--- src/shared/iqc_pkg.sv ---
// Purpose: Constants and types shared by the interrupt and clock-loss status block.
// Assumes: Registers are reached through a word-wide register port driven by the serial host unit.
// Notes on behaviour
// Interrupt output goes low while any enabled source requests.
// Status snapshot is taken when the line asserts, then frozen.
// With no source requesting, release the line and zero the status.
// Host reads the status register over the serial interface for the cause.
// Sources are core requests, driver disable, serial errors, clock loss, code sums.
// Bits 0 to 3 show halted cores, a0 a1 b0 b1.
// Bits 4 to 7 show core interrupt requests, same order.
// Bit 8 shows drivers disabled, bit 9 a serial error.
// Bit 10 shows the system clock missing.
// Bits 11 and 12 show a bad code sum on channel a or b.
// Clock status bit 8 sets on timing violation, clears on write one.
// Clock status bit 0 latches reference loss, read only.
// Host restores the clock pin, then sets the return request.
// Return request acts on rising edge, self-clears once switched back.
// Return request without clock loss clears at once, no action.
// Host enable bit 2 raises a clock-loss request until the register is read.
// Bits 3 to 6 enable core alerts on clock loss, a0 a1 b0 b1.
// Bit 7 disables output drivers while the clock-missing signal is high.
// Clock-loss alerts hold while missing; cores act once the clock is valid.
// Alert fires on each switch to internal and each requested switch back.
// Status register writes are ignored; reserved bits read zero.
// Notes: Offsets are word addresses on the register port.
package iqc_pkg;
   localparam logic [9:0] IQC_CLK_STAT_ADDR = 10'h1c7;
   localparam logic [9:0] IQC_IRQ_STAT_ADDR = 10'h1d4;
   localparam logic [15:0] IQC_RESET_VALUE = 16'h0000;
   localparam int IQC_NUM_SRC = 13;
   localparam int IQC_BIT_HALT = 0;
   localparam int IQC_BIT_CORE_REQ = 4;
   localparam int IQC_BIT_DRV = 8;
   localparam int IQC_BIT_SERIAL = 9;
   localparam int IQC_BIT_CLK_MISS = 10;
   localparam int IQC_BIT_SUM_A = 11;
   localparam int IQC_BIT_SUM_B = 12;
   localparam int IQC_CB_REF_LOST = 0;
   localparam int IQC_CB_RETURN = 1;
   localparam int IQC_CB_HOST_EN = 2;
   localparam int IQC_CB_CORE_EN = 3;
   localparam int IQC_CB_DRV_OFF = 7;
   localparam int IQC_CB_TIMING = 8;
   localparam logic [15:0] IQC_CLK_WMASK = 16'h00fe;
   localparam int IQC_RELOCK_NS = 25000;
   localparam int IQC_CLK_PERIOD_NS = 5;
   localparam int IQC_RELOCK_CYCLES = IQC_RELOCK_NS / IQC_CLK_PERIOD_NS;

   typedef enum logic [1:0] {
      IQC_IDLE = 2'b01,
      IQC_HELD = 2'b10
   } iqc_line_e;
endpackage

--- src/shared/iqc_src_if.sv ---
// Purpose: Carries raw interrupt sources from the top to the collector.
// Assumes: All signals are on the system clock.
// Notes: The top drives every request, and drives the clock-loss request from its host alert.
`timescale 1ns/1ps
`default_nettype none
interface iqc_src_if;
   logic [12:0] req;
   logic [12:0] stat;
   logic active;
   modport collector (input req, output stat, output active);
   modport source (output req, input stat, input active);
endinterface
`default_nettype wire

--- src/rtl/iqc_collect.sv ---
// Purpose: Collects sources, drives the interrupt line state and freezes the status snapshot.
// Assumes: Sources are synchronous, active-high levels.
// Notes: The snapshot is the only memory here, so no separate memory module is needed.
`timescale 1ns/1ps
`default_nettype none
module iqc_collect
   import iqc_pkg::*;
(
   input wire logic i_core_clk,
   input wire logic i_sys_rst,
   iqc_src_if.collector src
);
   typedef struct packed {
      iqc_line_e line;
      logic [12:0] snap;
   } iqc_col_s;

   iqc_col_s st_q;
   iqc_col_s st_d;

   always_comb begin
      st_d = st_q;
      unique case (st_q.line)
         IQC_IDLE: begin
            if (|src.req) begin
               st_d.line = IQC_HELD;
               st_d.snap = src.req;
            end
         end
         IQC_HELD: begin
            if (!(|src.req)) begin
               st_d.line = IQC_IDLE;
               st_d.snap = '0;
            end
         end
         default: begin
            st_d.line = IQC_IDLE;
            st_d.snap = '0;
         end
      endcase
   end

   always_ff @(posedge i_core_clk) begin
      if (i_sys_rst) begin
         st_q <= '{line: IQC_IDLE, snap: 13'h0000};
      end else begin
         st_q <= st_d;
      end
   end

   assign src.stat = st_q.snap;
   assign src.active = (st_q.line == IQC_HELD);
endmodule
`default_nettype wire

--- src/rtl/iqc_top.sv ---
// Purpose: Interrupt collector and clock-loss status and control registers.
// Assumes: Register port is word-wide with one-cycle read and write strobes on the system clock.
// Notes: Source inputs come from logic on the same clock and are not synchronised.
`timescale 1ns/1ps
`default_nettype none
module iqc_top
   import iqc_pkg::*;
(
   input wire logic i_core_clk,
   input wire logic i_sys_rst,
   input wire logic [9:0] i_reg_addr,
   input wire logic i_reg_wr,
   input wire logic i_reg_rd,
   input wire logic [15:0] i_reg_wdata,
   output logic [15:0] o_reg_rdata,
   input wire logic [3:0] i_core_halted,
   input wire logic [3:0] i_core_request,
   input wire logic i_drv_disabled,
   input wire logic i_serial_error,
   input wire logic i_clock_missing,
   input wire logic i_code_sum_bad_a,
   input wire logic i_code_sum_bad_b,
   input wire logic i_timing_violation,
   input wire logic i_ref_lost_event,
   input wire logic i_switched_back,
   input wire logic i_ext_clock_valid,
   output logic o_return_to_ext_reference,
   output logic [3:0] o_core_alert,
   output logic o_clock_drv_enable,
   output logic o_host_interrupt_out_n
);
   typedef struct packed {
      logic [15:0] clk_reg;
      logic return_pend;
      logic host_alert;
      logic [3:0] core_alert;
      logic miss_prev;
      logic [15:0] rdata;
      logic go_pulse;
   } iqc_top_s;

   iqc_top_s st_q;
   iqc_top_s st_d;
   iqc_src_if src ();

   function automatic logic hit(input logic [9:0] a, input logic [9:0] target);
      hit = (a == target);
   endfunction

   logic wr_clk;
   logic rd_clk;
   logic rd_irq;
   logic miss_rise;
   logic return_rise;
   logic [12:0] sources;

   assign wr_clk = i_reg_wr && hit(i_reg_addr, IQC_CLK_STAT_ADDR);
   assign rd_clk = i_reg_rd && hit(i_reg_addr, IQC_CLK_STAT_ADDR);
   assign rd_irq = i_reg_rd && hit(i_reg_addr, IQC_IRQ_STAT_ADDR);
   assign miss_rise = i_clock_missing && !st_q.miss_prev;
   assign return_rise = wr_clk && i_reg_wdata[IQC_CB_RETURN]
      && !st_q.clk_reg[IQC_CB_RETURN];

   // The clock-missing source is raised only when the host enable is set, so a disabled
   // clock-loss alert cannot pull the line low.
   always_comb begin
      sources = '0;
      sources[IQC_BIT_HALT +: 4] = i_core_halted;
      sources[IQC_BIT_CORE_REQ +: 4] = i_core_request;
      sources[IQC_BIT_DRV] = i_drv_disabled;
      sources[IQC_BIT_SERIAL] = i_serial_error;
      sources[IQC_BIT_CLK_MISS] = st_q.host_alert;
      sources[IQC_BIT_SUM_A] = i_code_sum_bad_a;
      sources[IQC_BIT_SUM_B] = i_code_sum_bad_b;
   end

   assign src.req = sources;

   iqc_collect u_collect (
      .i_core_clk(i_core_clk),
      .i_sys_rst(i_sys_rst),
      .src(src)
   );

   always_comb begin
      st_d = st_q;
      st_d.miss_prev = i_clock_missing;
      st_d.go_pulse = 1'b0;
      if (wr_clk) begin
         st_d.clk_reg = (st_q.clk_reg & ~IQC_CLK_WMASK) | (i_reg_wdata & IQC_CLK_WMASK);
         st_d.clk_reg[IQC_CB_RETURN] = st_q.clk_reg[IQC_CB_RETURN] || return_rise;
         if (i_reg_wdata[IQC_CB_TIMING]) begin
            st_d.clk_reg[IQC_CB_TIMING] = 1'b0;
         end
      end
      if (i_timing_violation) begin
         st_d.clk_reg[IQC_CB_TIMING] = 1'b1;
      end
      if (return_rise) begin
         if (st_q.clk_reg[IQC_CB_REF_LOST]) begin
            st_d.go_pulse = i_ext_clock_valid;
         end else begin
            st_d.clk_reg[IQC_CB_RETURN] = 1'b0;
         end
      end
      if (st_q.clk_reg[IQC_CB_RETURN] && i_switched_back) begin
         st_d.clk_reg[IQC_CB_RETURN] = 1'b0;
         st_d.clk_reg[IQC_CB_REF_LOST] = 1'b0;
      end
      if (i_ref_lost_event) begin
         st_d.clk_reg[IQC_CB_REF_LOST] = 1'b1;
      end
      // Reading clears the host alert, but a fresh loss in the same cycle keeps it set.
      if (rd_clk) begin
         st_d.host_alert = 1'b0;
      end
      if ((miss_rise || (return_rise && st_q.clk_reg[IQC_CB_REF_LOST])
            || i_clock_missing) && st_q.clk_reg[IQC_CB_HOST_EN]) begin
         st_d.host_alert = 1'b1;
      end
      for (int k = 0; k < 4; k++) begin
         if (!i_clock_missing && i_ext_clock_valid) begin
            st_d.core_alert[k] = 1'b0;
         end
         if ((miss_rise || i_clock_missing || (return_rise && st_q.clk_reg[IQC_CB_REF_LOST]))
               && st_q.clk_reg[IQC_CB_CORE_EN + k]) begin
            st_d.core_alert[k] = 1'b1;
         end
      end
      st_d.rdata = '0;
      if (rd_clk) begin
         st_d.rdata = st_q.clk_reg;
      end else if (rd_irq) begin
         st_d.rdata = {3'h0, src.stat};
      end
   end

   always_ff @(posedge i_core_clk) begin
      if (i_sys_rst) begin
         st_q <= '0;
      end else begin
         st_q <= st_d;
      end
   end

   assign o_reg_rdata = st_q.rdata;
   assign o_return_to_ext_reference = st_q.go_pulse;
   // Cores see their alert only once the clock pin carries a valid clock.
   assign o_core_alert = st_q.core_alert & {4{i_ext_clock_valid}};
   assign o_clock_drv_enable = !(st_q.clk_reg[IQC_CB_DRV_OFF] && i_clock_missing);
   assign o_host_interrupt_out_n = !src.active;
endmodule
`default_nettype wire

--- config.mk ---
export PLATFORM = sky130hd
export DESIGN_NAME = iqc_top
export DESIGN_NICKNAME = d
export VERILOG_FILES = /design/src/shared/iqc_pkg.sv /design/src/shared/iqc_src_if.sv /design/src/rtl/iqc_collect.sv /design/src/rtl/iqc_top.sv
export SDC_FILE = /design/constraint.sdc
export NUM_CORES = 1
export LEC_CHECK = 0
export BUFFER_PORTS_ARGS = -buffer_cell sky130_fd_sc_hd__buf_2
export CORE_MARGIN = 4
export CORE_UTILIZATION = 35
export CTS_CLUSTER_SIZE = 20
export DETAILED_ROUTE_END_ITERATION = 7
export SETUP_SLACK_MARGIN = 0.05
export SLEW_MARGIN = 20
export SYNTH_ARGS = -nofsm -noshare
export SYNTH_HDL_FRONTEND = slang
export SYNTH_SLANG_ARGS = --single-unit
--- constraint.sdc ---
create_clock -name i_core_clk -period 1.44 [get_ports i_core_clk]
set_clock_uncertainty 0.05 [all_clocks]
set_input_delay 0.144 -clock i_core_clk [delete_from_list [all_inputs] [get_ports i_core_clk]]
set_output_delay 0.144 -clock i_core_clk [all_outputs]
set_load 0.03 [all_outputs]
==> report_table.html, run 1 <==
<table>
<tr><th>Metric</th><th>Value</th></tr>
<tr><th colspan="2">STA</th></tr>
<tr><td>Final total negative setup slack</td><td>0 ns</td></tr>
<tr><td>Final setup violation count</td><td>0</td></tr>
<tr><td>Unrepaired setup endpoints after global routing</td><td>yes</td></tr>
<tr><td>Final worst slack</td><td>0.0941 ns</td></tr>
<tr><td>Endpoints failing hold</td><td>0</td></tr>
<tr><td>Share of the clock period used by the worst path</td><td>0.935</td></tr>
<tr><td>Fmax</td><td>0.743 GHz</td></tr>
<tr><td>Shortest period the worst path allows</td><td>1.35 ns</td></tr>
<tr><td>Number of pins exceeding their max-slew limit in the final report</td><td>0</td></tr>
<tr><th colspan="2">Power and ir drop</th></tr>
<tr><td>Post-layout total power</td><td>2.27 mW</td></tr>
<tr><td>Leakage</td><td>1.02 nW</td></tr>
<tr><td>Highest ir drop seen on vdd</td><td>0.400 mV</td></tr>
<tr><td>Power density normalized to cell area</td><td>999 nW/um^2</td></tr>
<tr><th colspan="2">Synthesis</th></tr>
<tr><td>Synthesis-stage register bit count</td><td>43</td></tr>
<tr><td>Compound-cell area share of the yosys netlist</td><td>0.128</td></tr>
<tr><td>Mean instance size in the synthesized netlist</td><td>9.44 um^2</td></tr>
<tr><td>Multiplexer share of the synthesized area</td><td>0.0326</td></tr>
<tr><td>Largest family of logic cells by synthesized area</td><td>simple AND/OR/NAND/NOR gates</td></tr>
<tr><td>Portion of the post-synthesis area used by sequential elements</td><td>0.467</td></tr>
<tr><td>Adder-cell area share of the yosys netlist</td><td>0</td></tr>
<tr><td>Synth Area in XOR/XNOR</td><td>0</td></tr>
<tr><td>Yosys warning count</td><td>0</td></tr>
<tr><td>Synthesized-area fraction occupied by and/or/nand/nor cells</td><td>0.260</td></tr>
<tr><td>Number of instances in the synthesized netlist</td><td>195</td></tr>
<tr><td>Count of unique library cells instantiated by Yosys</td><td>36</td></tr>
<tr><td>Synth Cell Area</td><td>1840 um^2</td></tr>
<tr><th colspan="2">Die</th></tr>
<tr><td>Boundary pin count</td><td>70</td></tr>
<tr><td>Rows</td><td>26</td></tr>
<tr><td>Vertical die dimension</td><td>80.5 um</td></tr>
<tr><td>Starting density of the core</td><td>0.361</td></tr>
<tr><td>Area of the placeable core</td><td>5110 um^2</td></tr>
<tr><td>Full die area</td><td>6490 um^2</td></tr>
<tr><td>Width of the die</td><td>80.5 um</td></tr>
<tr><th colspan="2">Status</th></tr>
<tr><td>Run status</td><td>completed</td></tr>
<tr><th colspan="2">Clock tree</th></tr>
<tr><td>Clock Pin Slew Worst Setup and Hold Paths</td><td>0.08 ns</td></tr>
<tr><td>Maximum level of the CTS H-tree</td><td>2</td></tr>
<tr><td>TritonCTS clock tree</td><td>yes</td></tr>
<tr><td>Number of buffers created by CTS</td><td>5</td></tr>
<tr><td>CTS root buf</td><td>clkbuf_8</td></tr>
<tr><td>Clock Sinks</td><td>43</td></tr>
<tr><td>Clock Latency Late Sink</td><td>0.30 ns</td></tr>
<tr><td>Max clock buf depth</td><td>2</td></tr>
<tr><td>Post-CTS setup buffer count</td><td>0</td></tr>
<tr><th colspan="2">Global routing</th></tr>
<tr><td>Initial antenna violation count</td><td>0</td></tr>
<tr><td>Overall track demand over capacity in global routing</td><td>0.136</td></tr>
<tr><td>First-pass GRT wire length</td><td>6.69 mm</td></tr>
<tr><td>Number of global-route vias before repair</td><td>1468</td></tr>
<tr><td>Total congestion overflow after global routing</td><td>0</td></tr>
<tr><td>Maximum number of pins on one net before global-route repair</td><td>27</td></tr>
<tr><th colspan="2">Placement</th></tr>
<tr><td>Hpwl dp</td><td>3.07 mm</td></tr>
<tr><td>Gp weighted congestion</td><td>0.723</td></tr>
<tr><td>Pre-CTS WS</td><td>0.00205 ns</td></tr>
<tr><td>Buffers on Ports</td><td>58</td></tr>
<tr><th colspan="2">Final layout</th></tr>
<tr><td>Most common library cell in the layout ignoring fill and taps</td><td>buf_2</td></tr>
<tr><td>Layout cell share with drive strength beyond 1</td><td>0.406</td></tr>
<tr><td>Layout Nets</td><td>297</td></tr>
<tr><td>Filler cell count</td><td>535</td></tr>
<tr><td>Antenna cell count</td><td>0</td></tr>
<tr><td>Area overhead of the layout relative to synthesis</td><td>23.5%</td></tr>
<tr><td>Commonest cells after routing, fill and taps aside</td><td>58 x buf_2, 43 x dfxtp_1, 26 x nand3_1</td></tr>
<tr><th colspan="2">Detailed routing</th></tr>
<tr><td>Residual DRC count</td><td>0</td></tr>
<tr><td>Initial DRC Count</td><td>75</td></tr>
<tr><td>Routed length per instance</td><td>13.1 um</td></tr>
<tr><td>Detailed-route vias per instance</td><td>4.83</td></tr>
<tr><td>Number of search-and-repair iterations in the first detailed-routing pass</td><td>4</td></tr>
<tr><td>Post-Route WL</td><td>4.22 mm</td></tr>
<tr><td>Final antenna-violating net count</td><td>0</td></tr>
<tr><td>Vias after detailed routing</td><td>1551</td></tr>
<tr><th colspan="2">Worst setup path</th></tr>
<tr><td>Required time reported for the critical path endpoint</td><td>1.25 ns</td></tr>
<tr><td>Type of the setup path with the least slack</td><td>register to primary output</td></tr>
<tr><td>Maximum fanout encountered on the critical timing path</td><td>5</td></tr>
<tr><td>Type of element capturing the critical path</td><td>primary output</td></tr>
<tr><td>Data arrival time of the critical path</td><td>1.15 ns</td></tr>
<tr><td>Slack of the worst reg-to-reg path</td><td>0.13 ns</td></tr>
<tr><td>Critical path startpoint category</td><td>register</td></tr>
<tr><th colspan="2">Flow run</th></tr>
<tr><td>Max-cap violation count</td><td>0</td></tr>
<tr><th colspan="2">Min path</th></tr>
<tr><td>Min-Delay Path Class</td><td>input port to register</td></tr>
</table>
-- power by group --
part           switching [mW]  internal, mW
Clock                   0.419         0.337
Sequential             0.0284          1.23
Combinational           0.147         0.113
Total                   0.594          1.68
-- registers in the layout, summed over array words and instances (netlist names) --
signal and count:
o_reg_rdata 13, o_return_to_ext_reference 1, sources 1, st_q 13, u_collect.src.stat 13, u_collect.st_q 2
-- repair_timing --
item,4_1_cts,5_1_grt
hold buffers,1,0
pin swaps,2,1
resized for setup,2,2
cloned,1,0
hold endpoints to repair,1,0
setup endpoints to repair,17,9
-- metal layers --
metal	global-route usage	part of all wire
met1	0.166	0.43
met2	0.218	0.48
met3	0.0348	0.077
met4	0.0709	0.016
met5	0	0
-- synth_stat cells --
library cell / count / area, um^2
and4bb_2: 1 / 12.5
nand2b_1: 1 / 6.26
buf_6: 1 / 11.3
mux2i_1: 6 / 60.1
buf_2: 3 / 15.0
a22o_1: 5 / 43.8
nor2_2: 1 / 6.26
and4b_1: 1 / 10.0
nor3b_1: 2 / 15.0
buf_4: 16 / 120
nand4_1: 3 / 18.8
and2_1: 4 / 25.0
a21oi_1: 4 / 20.0
and4_4: 1 / 11.3
a31oi_1: 13 / 81.3
nand2_1: 16 / 60.1
clkbuf_4: 1 / 7.51
buf_8: 1 / 15.0
nor3_1: 2 / 10.0
a22o_2: 8 / 80.1
clkbuf_1: 4 / 15.0
nand3_1: 26 / 130
nand4_2: 1 / 12.5
nor2b_1: 3 / 18.8
or3_1: 1 / 6.26
conb_1: 1 / 3.75
and2_2: 4 / 30.0
nor2_1: 10 / 37.5
dfxtp_1: 43 / 861
and3b_1: 2 / 17.5
and4bb_4: 1 / 16.3
nand3_2: 1 / 10.0
nor4_2: 2 / 25.0
inv_1: 4 / 15.0
a32o_1: 1 / 10.0
buf_1: 1 / 3.75
-- kinds of logic after synthesis --
| logic type | after synthesis |
|---|---|
| AOI/OAI and AO/OA | 31 |
| buffers and inverters | 31 |
| DFF | 43 |
| muxes | 6 |
| other | 1 |
| and+or+nand+nor | 83 |
-- worst paths after layout --
path,start,endpoint,cells past startpoint
hold / removal,i_reg_wdata[4],st_q[28]$_SDFFE_PP0N_,3
setup / recovery,u_collect.st_q[14]$_SDFFE_PP0P_,o_host_interrupt_out_n,4
hold reg to reg,st_q[19]$_SDFFE_PP0P_,st_q[19]$_SDFFE_PP0P_,1
setup reg to reg,st_q[24]$_SDFFE_PP0P_,st_q[21]$_SDFFE_PP0P_,4
-- layout make-up --
cell class                 instances  area (um^2)  area share
clock buffer                       5         68.8      0.0303
clock inverter                     3         20.0     0.00880
inverter                           4         15.0     0.00660
multi-input combinational        124          812       0.357
sequential                        43          861       0.378
tap                               70         87.6      0.0385
timing repair buffer              72          410       0.180
-- per-stage QoR --
stage | std cells | hold WS (ns) | cell area [um^2] | util
after floorplan | 197 | 0.211 | 1850 | -
after global placement | 311 | 0.302 | 2150 | 0.421
after detailed placement | 311 | 0.305 | 2150 | 0.421
after CTS | 321 | 0.0274 | 2260 | 0.443
after global routing | 321 | 0.0416 | 2270 | 0.445
final | 321 | 0.0288 | 2270 | 0.445
-- critical path, stage by stage (launching register included) --
cell and delay (ns):
dfxtp_1 0.33, nor2b_2 0.17, buf_4 0.16, inv_1 0.04
buf_2 0.16
No activity file was read; power rests on OpenSTA's default activity.
==> run 2: changes to the inputs <==
==> constraint.sdc (replaced) <==
create_clock -name i_core_clk -period 1.1 [get_ports i_core_clk]
set_clock_uncertainty 0.05 [all_clocks]
set_input_delay 0.11 -clock i_core_clk [delete_from_list [all_inputs] [get_ports i_core_clk]]
set_output_delay 0.11 -clock i_core_clk [all_outputs]
set_load 0.1 [all_outputs]
==> run 2 against run 1 <==
Compared with the run above: the flow now finishes with violations (negative setup slack); highest routed layer unchanged; cell count increased by 5.6%; clock power increased by 64%; via count rose by 9.4%; worst setup slack lost 0.35 ns.
==> report_table.html, run 2 (synthesis results as in run 1) <==
<table>
<tr><th>Metric</th><th>Value</th></tr>
<tr><th colspan="2">Power and ir drop</th></tr>
<tr><td>Portion of total power attributed to combinational logic</td><td>0.149 (+0.034)</td></tr>
<tr><td>Leakage</td><td>1.25 nW (+22%)</td></tr>
<tr><td>Seq pwr share</td><td>0.487 (-0.066)</td></tr>
<tr><td>Switching power total</td><td>890 uW (+50%)</td></tr>
<tr><td>Highest ir drop seen on vdd</td><td>0.622 mV (+56%)</td></tr>
<tr><td>Power density normalized to cell area</td><td>1150 nW/um^2 (+15%)</td></tr>
<tr><td>Switching share of power</td><td>0.262 (+0.000310)</td></tr>
<tr><td>Clock share of power</td><td>0.364 (+0.032)</td></tr>
<tr><td>Internal power</td><td>2.51 mW (+50%)</td></tr>
<tr><th colspan="2">Worst setup path</th></tr>
<tr><td>Worst reg2reg path depth</td><td>6 (+2)</td></tr>
<tr><td>Top cell by count, worst path</td><td>buf_6</td></tr>
<tr><td>Maximum fanout encountered on the critical timing path</td><td>2 (-3)</td></tr>
<tr><td>Data arrival time of the critical path</td><td>1.20 ns (+0.05 ns)</td></tr>
<tr><td>Highest cell delay on the worst timing path</td><td>0.33 ns (about the same)</td></tr>
<tr><td>Worst r2r src</td><td>u_collect.st_q[13]$_SDFFE_PP1P_</td></tr>
<tr><td>Slack of the worst reg-to-reg path</td><td>-0.20 ns (-0.33 ns)</td></tr>
<tr><td>Critical path startpoint category</td><td>register</td></tr>
<tr><td>CP max-delay cell</td><td>dfxtp_2</td></tr>
<tr><td>Required time reported for the critical path endpoint</td><td>0.94 ns (-0.31 ns)</td></tr>
<tr><td>Largest delay share family, worst path</td><td>buffers and inverters</td></tr>
<tr><td>Type of element capturing the critical path</td><td>primary output</td></tr>
<tr><td>Crit path buffers/inverters</td><td>4 (+1)</td></tr>
<tr><td>Capture instance of the worst register-to-register path</td><td>u_collect.st_q[13]$_SDFFE_PP1P_</td></tr>
<tr><td>Critical path cell sequence</td><td>buf_6, nor2b_4, buf_6, clkinvlp_4, buf_12</td></tr>
<tr><td>Type of the setup path with the least slack</td><td>register to primary output</td></tr>
<tr><th colspan="2">STA</th></tr>
<tr><td>Fmax</td><td>0.735 GHz</td></tr>
<tr><td>Final worst slack</td><td>-0.260 ns (-0.354 ns)</td></tr>
<tr><td>Final setup violation count</td><td>23 (+23)</td></tr>
<tr><td>Number of pins exceeding their max-slew limit in the final report</td><td>0 (unchanged)</td></tr>
<tr><td>Share of the clock period used by the worst path</td><td>1.24</td></tr>
<tr><td>Endpoints failing hold</td><td>0 (unchanged)</td></tr>
<tr><td>Unrepaired setup endpoints after global routing</td><td>yes</td></tr>
<tr><td>Shortest period the worst path allows</td><td>1.36 ns</td></tr>
<tr><td>Final total negative setup slack</td><td>-3.32 ns (-3.32 ns)</td></tr>
<tr><th colspan="2">Clock tree</th></tr>
<tr><td>Clock Latency Late Sink</td><td>0.29 ns (about the same)</td></tr>
<tr><td>Maximum level of the CTS H-tree</td><td>2 (unchanged)</td></tr>
<tr><td>Max clock buf depth</td><td>2 (unchanged)</td></tr>
<tr><td>Clock Sinks</td><td>43 (unchanged)</td></tr>
<tr><td>Clock Pin Slew Worst Setup and Hold Paths</td><td>0.08 ns (about the same)</td></tr>
<tr><td>CTS root buf</td><td>clkbuf_8</td></tr>
<tr><td>TritonCTS clock tree</td><td>yes</td></tr>
<tr><td>Number of buffers created by CTS</td><td>5 (unchanged)</td></tr>
<tr><th colspan="2">Detailed routing</th></tr>
<tr><td>Max layer used</td><td>met4</td></tr>
<tr><td>Met3 routed WL</td><td>350 um (+7.0%)</td></tr>
<tr><td>Residual DRC count</td><td>0 (unchanged)</td></tr>
<tr><td>Length of routed wiring on met1</td><td>1.97 mm (+9.1%)</td></tr>
<tr><td>Initial DRC Count</td><td>117 (+56%)</td></tr>
<tr><td>Routed length per instance</td><td>14.4 um (+9.8%)</td></tr>
<tr><td>Total length of routed met2 wires</td><td>2.47 mm (+22%)</td></tr>
<tr><td>Detailed-route vias per instance</td><td>5.01 (+3.6%)</td></tr>
<tr><td>Vias after detailed routing</td><td>1697 (+9.4%)</td></tr>
<tr><td>Final antenna-violating net count</td><td>0 (unchanged)</td></tr>
<tr><td>Post-Route WL</td><td>4.89 mm (+16%)</td></tr>
<tr><td>Number of search-and-repair iterations in the first detailed-routing pass</td><td>4 (unchanged)</td></tr>
<tr><th colspan="2">Final layout</th></tr>
<tr><td>Filler cell count</td><td>471 (-12%)</td></tr>
<tr><td>Final instance count without filler cells</td><td>339 (+5.6%)</td></tr>
<tr><td>Layout cell share with drive strength beyond 1</td><td>0.550 (+0.144)</td></tr>
<tr><td>Layout Nets</td><td>315 (+6.1%)</td></tr>
<tr><td>Most common library cell in the layout ignoring fill and taps</td><td>buf_2</td></tr>
<tr><td>Antenna cell count</td><td>0 (unchanged)</td></tr>
<tr><td>Final core utilization</td><td>0.578 (+0.132)</td></tr>
<tr><td>Commonest cells after routing, fill and taps aside</td><td>36 x buf_2, 32 x dfxtp_1, 21 x buf_12</td></tr>
<tr><td>Area overhead of the layout relative to synthesis</td><td>60.2%</td></tr>
<tr><th colspan="2">Die</th></tr>
<tr><td>Full die area</td><td>6490 um^2 (unchanged)</td></tr>
<tr><td>Starting density of the core</td><td>0.361 (unchanged)</td></tr>
<tr><td>Area of the placeable core</td><td>5110 um^2 (unchanged)</td></tr>
<tr><td>Rows</td><td>26 (unchanged)</td></tr>
<tr><td>Vertical die dimension</td><td>80.5 um (unchanged)</td></tr>
<tr><td>Width of the die</td><td>80.5 um (unchanged)</td></tr>
<tr><td>Boundary pin count</td><td>70 (unchanged)</td></tr>
<tr><th colspan="2">Flow run</th></tr>
<tr><td>Max-cap violation count</td><td>0 (unchanged)</td></tr>
<tr><th colspan="2">Global routing</th></tr>
<tr><td>Maximum number of pins on one net before global-route repair</td><td>23 (-15%)</td></tr>
<tr><td>Overall track demand over capacity in global routing</td><td>0.153 (+0.0177)</td></tr>
<tr><td>First-pass GRT wire length</td><td>7.67 mm (+15%)</td></tr>
<tr><td>Initial antenna violation count</td><td>0 (unchanged)</td></tr>
<tr><td>Total congestion overflow after global routing</td><td>0 (unchanged)</td></tr>
<tr><td>Number of global-route vias before repair</td><td>1658 (+13%)</td></tr>
<tr><th colspan="2">Min path</th></tr>
<tr><td>Hold path endpoint</td><td>st_q[27]$_SDFFE_PP0N_</td></tr>
<tr><td>Min-Delay Path Class</td><td>input port to register</td></tr>
<tr><td>Count of cells along the worst hold path</td><td>3 (unchanged)</td></tr>
<tr><td>Origin of the worst min-delay path</td><td>i_reg_wdata[3]</td></tr>
<tr><th colspan="2">Status</th></tr>
<tr><td>Failing checks</td><td>negative setup slack</td></tr>
<tr><td>Run status</td><td>finished, violations left</td></tr>
<tr><th colspan="2">Placement</th></tr>
<tr><td>Pre-CTS WS</td><td>-0.273 ns (-0.275 ns)</td></tr>
<tr><td>Buffers on Ports</td><td>58 (unchanged)</td></tr>
<tr><td>Hpwl dp</td><td>3.33 mm (+8.5%)</td></tr>
<tr><td>Placed instance count</td><td>322 (+3.5%)</td></tr>
<tr><td>Gp weighted congestion</td><td>0.764 (+5.6%)</td></tr>
</table>
## run 2: changes by cell type in the layout (fill, tap and decap cells not counted), moves of 6 or more
cell and change:
buf_4 +6, nand3_1 -8, dfxtp_1 -11, dfxtp_2 +11, nand3_2 +7, buf_2 -22
buf_12 +20, buf_6 +11, and2_4 +8
## run 2: final cells by class
cell class | count | area [um^2] | area share
sequential | 43 | 875 | 0.296
multi-input combinational | 125 | 967 | 0.328
clock inverter | 3 | 43.8 | 0.0148
tap | 70 | 87.6 | 0.0297
clock buffer | 5 | 68.8 | 0.0233
timing repair buffer | 89 | 890 | 0.302
inverter | 4 | 18.8 | 0.00636
## run 2: per-stage QoR
| stage | hold slack [ns] | cell area (um^2) | power [mW] |
|---|---|---|---|
| 2_1_floorplan | 0.177 | 1920 | 1.96 |
| 3_5_place_dp | 0.280 | 2560 | 2.11 |
| 3_3_place_gp | 0.267 | 2560 | 2.10 |
| 5_1_grt | 0.000730 | 2950 | 3.52 |
| 6_report | 0.00402 | 2950 | 3.40 |
| 4_1_cts | 0.00229 | 2830 | 3.37 |
## run 2: worst max-delay path by stage
stage,startpoint,end,cells past startpoint
final,u_collect.st_q[13]$_SDFFE_PP1P_,o_host_interrupt_out_n,5
after global routing,u_collect.st_q[13]$_SDFFE_PP1P_,o_host_interrupt_out_n,5
after CTS,u_collect.st_q[13]$_SDFFE_PP1P_,o_host_interrupt_out_n,5
after detailed placement,i_reg_addr[9],o_reg_rdata[7]$_SDFF_PP0_,5
after global placement,i_reg_addr[9],o_reg_rdata[0]$_SDFF_PP0_,5
after floorplan,u_collect.st_q[14]$_SDFFE_PP0P_,o_host_interrupt_out_n,3
## run 2: what timing repair did
action                     4_1_cts  5_1_grt
hold endpoints to repair         3        0
setup endpoints to repair       41       49
gates cloned                     2        0
hold buffers                     3        0
resized for setup               23       23
setup buffers                    3        1
pin swaps                        8       15
## run 2: power by group through the flow
stage	Combinational (mW)	Clock [mW]	Sequential, mW
3_5_place_dp	0.425	0	1.68
3_3_place_gp	0.418	0	1.68
5_1_grt	0.549	1.31	1.66
2_1_floorplan	0.281	0	1.68
6_report	0.505	1.24	1.66
4_1_cts	0.464	1.25	1.65
## run 2: worst register-to-register path, delay by kind of cell (launching register included)
kind | cells | cell delay, ns
buffers and inverters | 3 | 0.32
AND/OR/NAND/NOR | 3 | 0.48
flip-flops | 1 | 0.33
## run 2: routing by layer
layer	GRT usage	up-vias
met5	0	-
met4	0.0625	0
met3	0.0291	10
met2	0.241	63
met1	0.206	796
li1	-	828
